## src/gsl_consts.vh

```
// Constants for the GPIO and status LED pin block.
`ifndef GSL_CONSTS_VH
`define GSL_CONSTS_VH
`define GSL_NUM_PINS        3
`define GSL_PIN_SPEED       0
`define GSL_PIN_LINK        1
`define GSL_PIN_DUPLEX      2
`define GSL_DIR_INPUT       2'h0
`define GSL_DIR_PUSHPULL    2'h1
`define GSL_DIR_OPENDRAIN   2'h2
`define GSL_CLK_HZ          125000000
`define GSL_BLINK_MS        80
// 80 ms at 125 MHz, sized to the interval counter.
`define GSL_BLINK_CYCLES    24'h98_9680
`define GSL_CNT_W           24
`endif

```

## src/gsl_pin_sync.v

```verilog
// Two-flop synchroniser for one pin input.
`timescale 1ns/1ps
`default_nettype none
module gsl_pin_sync (
   input  wire clk,
   input  wire rst_n,
   input  wire din,
   output reg  dout
);
   reg meta_reg;
   always @(posedge clk or negedge rst_n) begin
      if (!rst_n) begin
         meta_reg <= 1'b0;
         dout     <= 1'b0;
      end else begin
         meta_reg <= din;
         dout     <= meta_reg;
      end
   end
endmodule
`default_nettype wire

```

## src/gsl_top.v

```verilog
// GPIO pins multiplexed with speed, link/activity and duplex status LEDs.
`timescale 1ns/1ps
`default_nettype none
`include "gsl_consts.vh"
module gsl_top #(
   parameter [`GSL_CNT_W-1:0] BLINK_CYCLES = `GSL_BLINK_CYCLES
) (
   input  wire       clk,
   input  wire       rst_n,
   input  wire [5:0] gpio_dir_cfg,
   input  wire [2:0] led_sel_cfg,
   input  wire [2:0] gpio_out_val,
   output reg  [2:0] gpio_in_val,
   input  wire       link_up,
   input  wire       link_100m,
   input  wire       link_full_duplex,
   input  wire       link_activity,
   input  wire [2:0] pin_in,
   output reg  [2:0] pin_out,
   output reg  [2:0] pin_oe
);
   // Blink phases. ST_HOLD keeps the LED lit for the minimum on time even while
   // activity never stops, so a busy link still shows a visible blink.
   localparam ST_ON    = 2'h0;
   localparam ST_OFF   = 2'h1;
   localparam ST_HOLD  = 2'h2;

   reg  [1:0]            dir_reg [0:2];
   reg  [2:0]            led_sel_reg;
   reg  [2:0]            out_val_reg;
   reg  [1:0]            blink_reg;
   reg  [1:0]            blink_next;
   reg  [`GSL_CNT_W-1:0] cnt_reg;
   reg  [`GSL_CNT_W-1:0] cnt_next;
   reg  [2:0]            led_level;
   reg  [2:0]            out_next;
   reg  [2:0]            oe_next;
   wire [2:0]            pin_sync;
   wire [2:0]            dir_pushpull;
   wire [2:0]            dir_opendrain;
   wire                  cnt_zero;
   wire                  blink_dark;
   wire                  activity_seen;
   integer               i;

   // Config reaches the pins two edges after it changes, link status inputs one edge, link_activity two.

   genvar g;
   generate
      for (g = 0; g < `GSL_NUM_PINS; g = g + 1) begin : g_sync
         gsl_pin_sync u_sync (
            .clk   (clk),
            .rst_n (rst_n),
            .din   (pin_in[g]),
            .dout  (pin_sync[g])
         );

         // Code 3 is not a drive mode and falls back to input.
         assign dir_pushpull[g]  = (dir_reg[g] == `GSL_DIR_PUSHPULL);
         assign dir_opendrain[g] = (dir_reg[g] == `GSL_DIR_OPENDRAIN);
      end
   endgenerate

   // One counter serves both phases; at this clock 24 bits cap an interval near 134 ms.
   assign cnt_zero      = (cnt_reg == {`GSL_CNT_W{1'b0}});
   assign blink_dark    = (blink_reg == ST_OFF);
   assign activity_seen = link_up & link_activity;

   // Configuration is registered so pin drive changes on a clean edge.
   always @(posedge clk or negedge rst_n) begin
      if (!rst_n) begin
         dir_reg[0]  <= `GSL_DIR_INPUT;
         dir_reg[1]  <= `GSL_DIR_INPUT;
         dir_reg[2]  <= `GSL_DIR_INPUT;
         led_sel_reg <= 3'h0;
         out_val_reg <= 3'h0;
      end else begin
         dir_reg[0]  <= gpio_dir_cfg[1:0];
         dir_reg[1]  <= gpio_dir_cfg[3:2];
         dir_reg[2]  <= gpio_dir_cfg[5:4];
         led_sel_reg <= led_sel_cfg;
         out_val_reg <= gpio_out_val;
      end
   end

   // Blink sequencer: off for one interval, then a forced on interval.
   always @* begin
      blink_next = blink_reg;
      cnt_next   = cnt_reg;
      case (blink_reg)
         ST_ON: begin
            if (activity_seen) begin
               blink_next = ST_OFF;
               cnt_next   = BLINK_CYCLES - 1'b1;
            end
         end
         ST_OFF: begin
            if (cnt_zero) begin
               blink_next = ST_HOLD;
               cnt_next   = BLINK_CYCLES - 1'b1;
            end else begin
               cnt_next = cnt_reg - 1'b1;
            end
         end
         ST_HOLD: begin
            if (cnt_zero) begin
               blink_next = ST_ON;
            end else begin
               cnt_next = cnt_reg - 1'b1;
            end
         end
         default: begin
            blink_next = ST_ON;
            cnt_next   = {`GSL_CNT_W{1'b0}};
         end
      endcase
      // Losing the link ends any blink at once.
      if (!link_up) begin
         blink_next = ST_ON;
         cnt_next   = {`GSL_CNT_W{1'b0}};
      end
   end

   always @(posedge clk or negedge rst_n) begin
      if (!rst_n) begin
         blink_reg <= ST_ON;
      end else begin
         blink_reg <= blink_next;
      end
   end

   always @(posedge clk or negedge rst_n) begin
      if (!rst_n) begin
         cnt_reg <= {`GSL_CNT_W{1'b0}};
      end else begin
         cnt_reg <= cnt_next;
      end
   end

   always @* begin
      // LED levels are active low. Without a link every LED stays dark.
      led_level = 3'h7;
      if (link_up) begin
         if (link_100m) begin
            led_level[`GSL_PIN_SPEED] = 1'b0;
         end else begin
            led_level[`GSL_PIN_SPEED] = 1'b1;
         end
         if (blink_dark) begin
            led_level[`GSL_PIN_LINK] = 1'b1;
         end else begin
            led_level[`GSL_PIN_LINK] = 1'b0;
         end
         if (link_full_duplex) begin
            led_level[`GSL_PIN_DUPLEX] = 1'b0;
         end else begin
            led_level[`GSL_PIN_DUPLEX] = 1'b1;
         end
      end
   end

   // Pin mux. LED mode overrides the drive mode chosen for general-purpose use.
   always @* begin
      out_next = 3'h0;
      oe_next  = 3'h0;
      for (i = 0; i < `GSL_NUM_PINS; i = i + 1) begin
         if (led_sel_reg[i]) begin
            // LED pins only sink current; a high level releases the pin.
            out_next[i] = 1'b0;
            oe_next[i]  = ~led_level[i];
         end else if (dir_pushpull[i]) begin
            out_next[i] = out_val_reg[i];
            oe_next[i]  = 1'b1;
         end else if (dir_opendrain[i]) begin
            // A 0 pulls the pin low; a 1 lets the board pull it up.
            out_next[i] = 1'b0;
            oe_next[i]  = ~out_val_reg[i];
         end else begin
            out_next[i] = 1'b0;
            oe_next[i]  = 1'b0;
         end
      end
   end

   always @(posedge clk or negedge rst_n) begin
      if (!rst_n) begin
         pin_out <= 3'h0;
         pin_oe  <= 3'h0;
      end else begin
         pin_out <= out_next;
         pin_oe  <= oe_next;
      end
   end

   // Read back lags the pin by three edges: two in the synchroniser, one here.
   always @(posedge clk or negedge rst_n) begin
      if (!rst_n) begin
         gpio_in_val <= 3'h0;
      end else begin
         gpio_in_val <= pin_sync;
      end
   end
endmodule
`default_nettype wire

```

## config.mk

```make
export PLATFORM = sky130hd
export DESIGN_NAME = gsl_top
export DESIGN_NICKNAME = d
export VERILOG_FILES = /design/src/gsl_pin_sync.v /design/src/gsl_top.v
export VERILOG_INCLUDE_DIRS = /design/src
export SDC_FILE = /design/constraint.sdc
export NUM_CORES = 1
export LEC_CHECK = 0
export BUFFER_PORTS_ARGS = -buffer_cell sky130_fd_sc_hd__buf_2
export CAP_MARGIN = 20
export CORE_UTILIZATION = 52
export DETAILED_ROUTE_END_ITERATION = 10
export MAX_ROUTING_LAYER = met4
export PLACE_DENSITY = 0.75
export SYNTH_ARGS = -nofsm -noshare
export SYNTH_HDL_FRONTEND = slang
export SYNTH_SLANG_ARGS = --single-unit
```

## constraint.sdc

```tcl
create_clock -name clk -period 2 [get_ports clk]
set_input_delay 0.2 -clock clk [delete_from_list [all_inputs] [get_ports clk]]
set_output_delay 0.2 -clock clk [all_outputs]
set_load 0.01 [all_outputs]
```

* After elaboration in Yosys (flattened, before gate mapping) *
Cells that the tools add are included.

storage, ports and cells
  flip-flop bits (word level) = 53
  output and inout bits = 9
  logic and storage cells = 69
  input bits = 21

operators by class
  bitwise gates (word level) = 7
  mux-type cells = 29
  reduce and logical (&&, ||, !) cells = 4
  equal/unequal tests = 12
  add/subtract/negate cells = 1

operators with widths
  operator                 number
  $mux W24                 4
  $pmux W24 S3             1
  $logic_not A24 Y1        1
  $sub A24 B1 Y24 const B  1
  $mux W1                  18
  $ne A3 B3 Y1 const B     4
  $eq A2 B1 Y1 const B     4
  $eq A2 B2 Y1 const B     4
  $mux W2                  4
  $not A1 Y1               6
  $pmux W2 S3              1
  $mux W3                  1
  $reduce_and A3 Y1        1
  $logic_not A2 Y1         1
  $reduce_and A2 Y1        1
  $and A1 B1 Y1            1

* Longest topological paths before layout *
Gate-level depths: netlist of the first run.

  depth after elaboration = 5
  gate-level depth with buffers = 8

* Modules after synthesis *
A second synthesis of the first run with hierarchy kept.

unflattened totals
  cell total of the unflattened synthesis = 253
  area, all modules = 2572.5 um^2

modules (own cells, without submodules)
  module        area an instance (um^2)  cells an instance  instances  sequential area each (um^2)
  gsl_top       2422.3                   247                1          1176.1
  gsl_pin_sync  50.0                     2                  3          50.0

* Worst setup path before layout of the first run *
OpenSTA, ideal clock, no wires.

  kind = register -> register
  start = reg cnt_reg[0]
  end = reg cnt_reg[18]
  setup slack = -178 ps
  data arrival time = 2105 ps
  library setup time = 74 ps
  clock period less this slack = 2178 ps
  buffers on the path = 1
  cell stages (with the launch flop) = 8
  path through = dfrtp_1 -> inv_1 -> ha_1 -> or3b_4 -> or3_4 -> buf_6 -> or4_4 -> a21oi_2

on the way
  longest elaborated chain between the ends = 4
  elaborated cells between the ends (all ways) = 8
  those cells by class = add/sub: 1; eq/ne: 1; mux: 4; reduce/logical: 2

ends and longest elaborated chain
  element                                               RTL line                                    source
  start: declaration                                    gsl_top.v:33                                reg [`GSL_CNT_W-1:0] cnt_reg;
  start signal: assignment                              gsl_top.v:134                               cnt_reg <= {`GSL_CNT_W{1'b0}};
  start signal: assignment                              gsl_top.v:136                               cnt_reg <= cnt_next;
  $sub A24 B1 Y24 or $logic_not A24 Y1 (tied branches)  gsl_top.v:102, gsl_top.v:109, gsl_top.v:65
  $mux W24, on equally long branches                    gsl_top.v:106, gsl_top.v:98
  $pmux W24 S3                                          gsl_top.v:90                                case (blink_reg)
  $mux W24                                              gsl_top.v:118                               if (!link_up) begin

Several ways; a longest one is shown, not always the timed one. The select of a mux whose other input is x is not followed.
A chain may end at the register's enable or synchronous reset.

* Worst setup path in the final report of the first run *
  start = reg cnt_reg[1]
  end = reg cnt_reg[20]

Same word-level chain as after synthesis.

==> flow_summary_export.csv, run 1 <==
group,metric,value,unit
layout,largest_reg_flops,24,
yosys,synth_most_common_cell,"dfrtp_1",
timing,finalMaxSlewViolations,0,
yosys,yosysWarnings,0,
status,violations,"setup timing",
floorplan,num_rows,25,
detailed_routing,drtIter0Drc,347,
timing,grt_setup_unrepaired,"true",
yosys,synth-edff-count,0,
grt,grt_max_degree,32,
yosys,syn_avg_cell_area,9.854,sq um
timing,worst_slack,-0.1381,ns
timing,fmax,467.7,MHz
yosys,synth.top_cell.area_share,50.79,%
critical_path,critical_path_class,"reg -> reg",
clock_tree,clk_latency,0.32,ns
grt,grt_first_pass_wirelength,11580,um
critical_path,end_kind,"flop",
layout,drive_gt1_share,33.70,%
layout,antenna_cells,0,
yosys,ys_top_cells_by_count,"53 x dfrtp_1, 26 x nor3_1, 21 x a21oi_1",
floorplan,die_y,72.87,um
clock_tree,cts_buffer_depth,2,
timing,hold_ws,0.1303,ns
clock_tree,cts_root_buf,"clkbuf_8",
power,leakage,1.577,nW
clock_tree,cts_tree,"done",
critical_path,reg2regPathDepth,9,
yosys,ys_seq_area_share,50.79,%
yosys,syn_nets,288,
critical_path,start_kind,"flop",
grt,grt_pass1_vias,2437,
yosys,netlist_area,2611,sq um
min_path,whs_path_depth,3,
detailed_routing,wl_per_cell,16.50,um
timing,period_needed,2.138,ns
grt,met2_usage,46.94,%
grt,antenna_found_initial,0,
grt,use_met1,39.51,%
layout,nNetsFinal,381,
layout,final_area,3533,sq um
timing,hold_violations,0,
timing,worstMarginPinSlew,0.6259,ns
detailed_routing,first_pass_iters,5,
placement,dpl.hpwl,4940,um
critical_path,arrival,2.35,ns
floorplan,initial_core_util,54.56,%
floorplan,die_area,5309,sq um
layout,synthToLayoutAreaGrowth,35.31,%
floorplan,num_io_pins,30,
timing,fin_crit_sh,106.9,%
yosys,ys_seq_elements,53,
power,cellPowerDensity,683.3,nW/um^2
power,irDropWorstVdd,0.0004617,V
timing,finClkSkew,0.01449,ns
flow_run,max_cap_viol_count,0,
layout,final_cells,426,
floorplan,die_width,72.87,um
yosys,synth_cells,265,
clock_tree,path_clk_slew,0.10,ns
placement,place_area,3167,sq um
detailed_routing,ant_nets,0,
grt,overflow,0,
detailed_routing,vias,2571,
yosys,async_reset_ff_share,100.0,%
detailed_routing,via_per_inst,6.035,
layout,postLayoutCoreUtil,73.83,%
yosys,synth_area_leaders,"dfrtp_1 51%, nor3_1 5.0%, a21oi_1 4.0%",
clock_tree,cts.htree.levels,2,
yosys,yosysUniqueCellTypes,55,
critical_path,crit_required,2.21,ns
placement,gp_congestion,0.9400,
status,status,"finished, violations left",
placement,io_buffers,29,
yosys,ys.flop_type,"dfrtp_1",
min_path,worstHoldPathType,"in -> reg",
grt,gr-max-usage-layer,"met2",
grt,gr-usage-met3,4.834,%
grt,track_usage,29.72,%
timing,setup_violations,18,
detailed_routing,drc,0,
floorplan,core_area,4786,sq um
timing,setup_tns,-0.9204,ns
critical_path,critPathMaxFanout,3,
timing,timing.max_slew.rel_slack,58.28,%
clock_tree,cts_made_buffers,5,
clock_tree,clkSinkCount,53,
placement,placed_cells,396,
detailed_routing,routed_wl,7028,um
yosys,synth_top_area_cell,"dfrtp_1",
[final cells by class]
type                            instances  area, sq um
Sequential cell                        53         1326
Timing Repair Buffer                   99        726.9
Inverter                               13        48.80
Clock buffer                            5        68.82
Multi-Input combinational cell        186         1250
Clock inverter                          3        28.78
Fill cell                             347         1252
Tap cell                               67        83.83
[report_power, final]
group | internal (mW) | switching, mW | leakage [nW] | total, mW
logic | 0.279 | 0.286 | 0.864 | 0.566
registers | 1.14 | 0.0605 | 0.663 | 1.20
clock network | 0.263 | 0.389 | 0.0506 | 0.651
[metal layers]
| metal | up-vias | wire, um | part of all wire [%] |
|---|---|---|---|
| met2 | 126 | 3412 | 49 |
| met4 | 0 | 113 | 1.6 |
| li1 | 1197 | - | - |
| met5 | - | 0 | 0 |
| met3 | 16 | 454 | 6.5 |
| met1 | 1232 | 3048 | 43 |
[stage by stage]
step | setup WS [ns] | power [mW]
2_1_floorplan | -0.1044 | 1.454
3_5_place_dp | -0.1404 | 1.697
6_report | -0.1381 | 2.414
4_1_cts | -0.1049 | 2.396
3_3_place_gp | -0.06123 | 1.686
5_1_grt | -0.2527 | 2.527
[layout by cell type, fill, tap and decap left out, types with 2 or more instances in the layout]
cell type	instances
buf_4	52
a31o_2	7
ha_4	2
nor3_2	3
nor3_1	23
buf_2	29
clkbuf_8	5
o31ai_1	5
dlygate4sd3_1	16
or3_4	2
a221o_1	2
nand4_1	10
o211ai_1	4
or3_1	3
a21oi_2	2
a21oi_1	20
or2_2	2
o21ai_0	6
dfrtp_1	53
and3_1	5
nor4_1	4
nand2_1	10
or4_1	5
nor2_1	14
o41ai_1	2
inv_2	2
nand3_1	17
a22o_1	2
o22ai_1	2
inv_1	11
and2_1	2
[path summary, 6_finish.rpt]
| kind | startpoint | endpoint | slack, ns |
|---|---|---|---|
| worst max-delay path | cnt_reg[1]$_DFFE_PN0P_ | cnt_reg[20]$_DFFE_PN0P_ | -0.14 |
| worst min-delay path | link_100m | pin_oe[0]$_DFF_PN0_ | 0.13 |
| worst max register to register | cnt_reg[1]$_DFFE_PN0P_ | cnt_reg[20]$_DFFE_PN0P_ | -0.14 |
| worst min register to register | g_sync[0].u_sync.meta_reg$_DFF_PN0_ | g_sync[0].u_sync.dout$_DFF_PN0_ | 0.36 |
| max in group asynchronous | rst_n | cnt_reg[22]$_DFFE_PN0P_ | 0.94 |
| min in group asynchronous | rst_n | cnt_reg[18]$_DFFE_PN0P_ | 0.42 |
[cell families (layout without fill, tap and decap cells)]
logic type               after synthesis  in the layout  synth area share, %
buffers and inverters                 26            120                4.408
multiplexers                           1              1               0.3833
flip-flops                            53             53                50.79
AND/OR/NAND/NOR                      112            112                24.34
adder cells (fa/ha/maj)                2              2               0.9582
AO/OA/AOI/OAI                         71             71                19.12
[worst max-delay path: stages, from the launching register on]
cell     delay, ns
dfrtp_1       0.40
inv_2         0.11
ha_4          0.13
or4b_4        0.49
nor4_4        0.22
a21o_1        0.19
buf_4         0.12
buf_4         0.10
nor3_1        0.04
nor4_1        0.25
[what timing repair did]
action,CTS,global route
hold buffers,16,0
endpoints found under the setup margin,14,25
gates resized for setup,8,6
buffers inserted,4,2
hold endpoints to repair,44,0
pin swaps,8,4
Power figures use the tool's default switching activity.
==> inputs of run 2 (changes only) <==
--- a/config.mk
+++ b/config.mk
@@ -11,4 +11,5 @@
 export CORE_UTILIZATION = 52
 export DETAILED_ROUTE_END_ITERATION = 10
+export HOLD_SLACK_MARGIN = 0.15
 export MAX_ROUTING_LAYER = met4
 export PLACE_DENSITY = 0.75
==> constraint.sdc (replaced) <==
create_clock -name clk -period 2 [get_ports clk]
set_input_delay 0.2 -clock clk [delete_from_list [all_inputs] [get_ports clk]]
set_output_delay 0.2 -clock clk [all_outputs]
set_load 0.1 [all_outputs]
==> run 2 against run 1 <==
Compared with the run above:
- the flow still finishes with violations (setup timing)
- critical path depth unchanged
- cell area grew 0.57%
- maximum frequency fell by 0.22%
- sequential share of layout area shrank 0.21 points
- combinational power rose by 12%
- first-iteration DRC count shrank 10%
- utilization increased by 0.42 points
- clock power hardly changed
- worst hold slack better by 0.10 ns
- register-to-register slack barely moved
- global-route usage rose by 0.28 points
- worst setup slack worse by 0.0046 ns
==> flow_summary_export.csv, run 2 (same netlist as run 1, synthesis figures left out) <==
group,metric,value,unit
layout,mostFrequentLayoutCells,"53 x dfrtp_1, 52 x buf_4, 29 x buf_2",
min_path,worst_hold_startpoint,"link_up",
power,combPwrFrac,25.6,%
grt,grt_pass1_vias,2455,
status,status,"finished, violations left",
critical_path,path_cells,"inv_2 > ha_4 > or4b_4 > nor4_4 > a21o_1 > buf_4 > buf_4 > nor3_1 > nor4_1",
clock_tree,cts.htree.levels,2,
layout,multi_input_area,1250,sq um
critical_path,end_kind,"flop",
floorplan,initial_core_util,54.56,%
timing,setup_violations,17,
placement,post-place-ws,-0.1404,ns
power,cellPowerDensity,698.1,nW/um^2
critical_path,path_delay_family,"simple AND/OR/NAND/NOR gates",
critical_path,critPathBufInv,3,
timing,fin_crit_sh,107.1,%
detailed_routing,first_pass_iters,6,
timing,timing.max_slew.rel_slack,58.09,%
clock_tree,cts_made_buffers,5,
detailed_routing,drtIter0Drc,312,
detailed_routing,ant_nets,0,
grt,track_usage,30.00,%
power,power.switching,799.3,uW
layout,antenna_cells,0,
timing,worstMarginPinSlew,0.6287,ns
critical_path,crit_required,2.21,ns
detailed_routing,routed_wl,6976,um
timing,worst_slack,-0.1427,ns
layout,final_common_cell,"dfrtp_1",
clock_tree,cts_root_buf,"clkbuf_8",
floorplan,die_width,72.87,um
clock_tree,clkSinkCount,53,
floorplan,die_y,72.87,um
placement,gp_congestion,0.9400,
layout,nNetsFinal,383,
critical_path,start_kind,"flop",
power,leakage,1.586,nW
critical_path,cp_common_cell,"buf_4",
grt,antenna_found_initial,0,
timing,grt_setup_unrepaired,"true",
placement,io_buffers,29,
power,seq_power_share,48.3,%
layout,synthToLayoutAreaGrowth,36.08,%
min_path,worstHoldPathType,"in -> reg",
layout,fillers,341,
placement,dpl.hpwl,4940,um
critical_path,critical_path_class,"reg -> reg",
floorplan,die_area,5309,sq um
critical_path,arrival,2.35,ns
clock_tree,clk_latency,0.32,ns
critical_path,cp-startpoint,"cnt_reg[0]$_DFFE_PN0P_",
grt,overflow,0,
clock_tree,cts_tree,"done",
critical_path,max_stage_delay,0.49,ns
floorplan,core_area,4786,sq um
layout,drive_gt1_share,33.52,%
layout,regArea,1326,sq um
status,violations,"setup timing",
floorplan,num_rows,25,
timing,period_needed,2.143,ns
detailed_routing,vias,2554,
power,irDropWorstVdd,0.0004703,V
detailed_routing,drc,0,
power,p_int,1.681,mW
clock_tree,path_clk_slew,0.12,ns
detailed_routing,wl_per_cell,16.30,um
power,switching_share,32.22,%
critical_path,critPathMaxFanout,3,
detailed_routing,via_per_inst,5.967,
grt,grt_first_pass_wirelength,11650,um
floorplan,num_io_pins,30,
critical_path,reg2reg_from,"cnt_reg[0]$_DFFE_PN0P_",
clock_tree,cts_buffer_depth,2,
layout,largest_reg_flops,24,
flow_run,max_cap_viol_count,0,
timing,hold_violations,0,
layout,final_cells,428,
timing,finClkSkew,0.01611,ns
timing,fmax,466.7,MHz
timing,finalMaxSlewViolations,0,
placement,placed_cells,396,
power,clock_power_share,26.1,%
critical_path,slowest_stage,"or4b_4",
grt,grt_max_degree,32,
## run 2: cell types whose count changed in the layout (fill, tap and decap cells not counted)
cell / change
dlygate4sd3_1: +2
## run 2: power groups by stage
stage	clock network [mW]	logic (mW)	registers, mW
5_1_grt	0.712	0.680	1.21
3_3_place_gp	0	0.541	1.21
6_report	0.648	0.635	1.20
2_1_floorplan	0	0.243	1.28
4_1_cts	0.666	0.606	1.19
3_5_place_dp	0	0.550	1.22
## run 2: path summary, 6_finish.rpt
check,endpoint,slack [ns],cells past startpoint
worst max-delay path,cnt_reg[20]$_DFFE_PN0P_,-0.14,9
worst min-delay path,blink_reg[0]$_DFFE_PN0P_,0.23,3
worst max register to register,cnt_reg[20]$_DFFE_PN0P_,-0.14,9
worst min register to register,g_sync[0].u_sync.dout$_DFF_PN0_,0.36,0
max in group asynchronous,cnt_reg[22]$_DFFE_PN0P_,0.94,3
min in group asynchronous,cnt_reg[18]$_DFFE_PN0P_,0.42,2
## run 2: stage by stage
step	hold slack (ns)	setup TNS (ns)	instance area, sq um	utilization [%]	total power, mW
6_report	0.2309	-0.8975	3553	74.25	2.481
5_1_grt	0.2588	-3.243	3553	74.25	2.601
4_1_cts	0.2168	-0.5066	3511	73.36	2.467
3_5_place_dp	0.2576	-0.9452	3167	66.17	1.765
3_3_place_gp	0.2487	-0.4101	3167	66.17	1.755
2_1_floorplan	-0.09559	-0.2400	2631	-	1.521
## run 2: area by class of cell
class,instances,share of cell area (%)
multi-input combinational,186,35.18
sequential,53,37.32
tap,67,2.359
timing repair buffer,101,21.02
inverter,13,1.373
clock buffer,5,1.937
clock inverter,3,0.8099
## run 2: tightest hold or removal path, stage by stage
cell and delay (ns):
buf_2 0.17, nand2b_1 0.11, a211oi_1 0.05
## run 2: repair_timing
item	in CTS	in global routing
setup endpoints to repair	14	25
pin swaps	8	4
buffers inserted	4	2
gates resized for setup	8	6
hold endpoints to repair	46	0
hold buffers	18	0
## run 2: metal layers
layer	vias up	part of all wire (%)	track usage, %	routed length, um
met1	1215	44	39.78	3082
li1	1200	-	-	-
met2	120	47	47.25	3307
met4	0	2.2	9.150	154
met5	-	0	-	0
met3	19	6.2	5.249	433
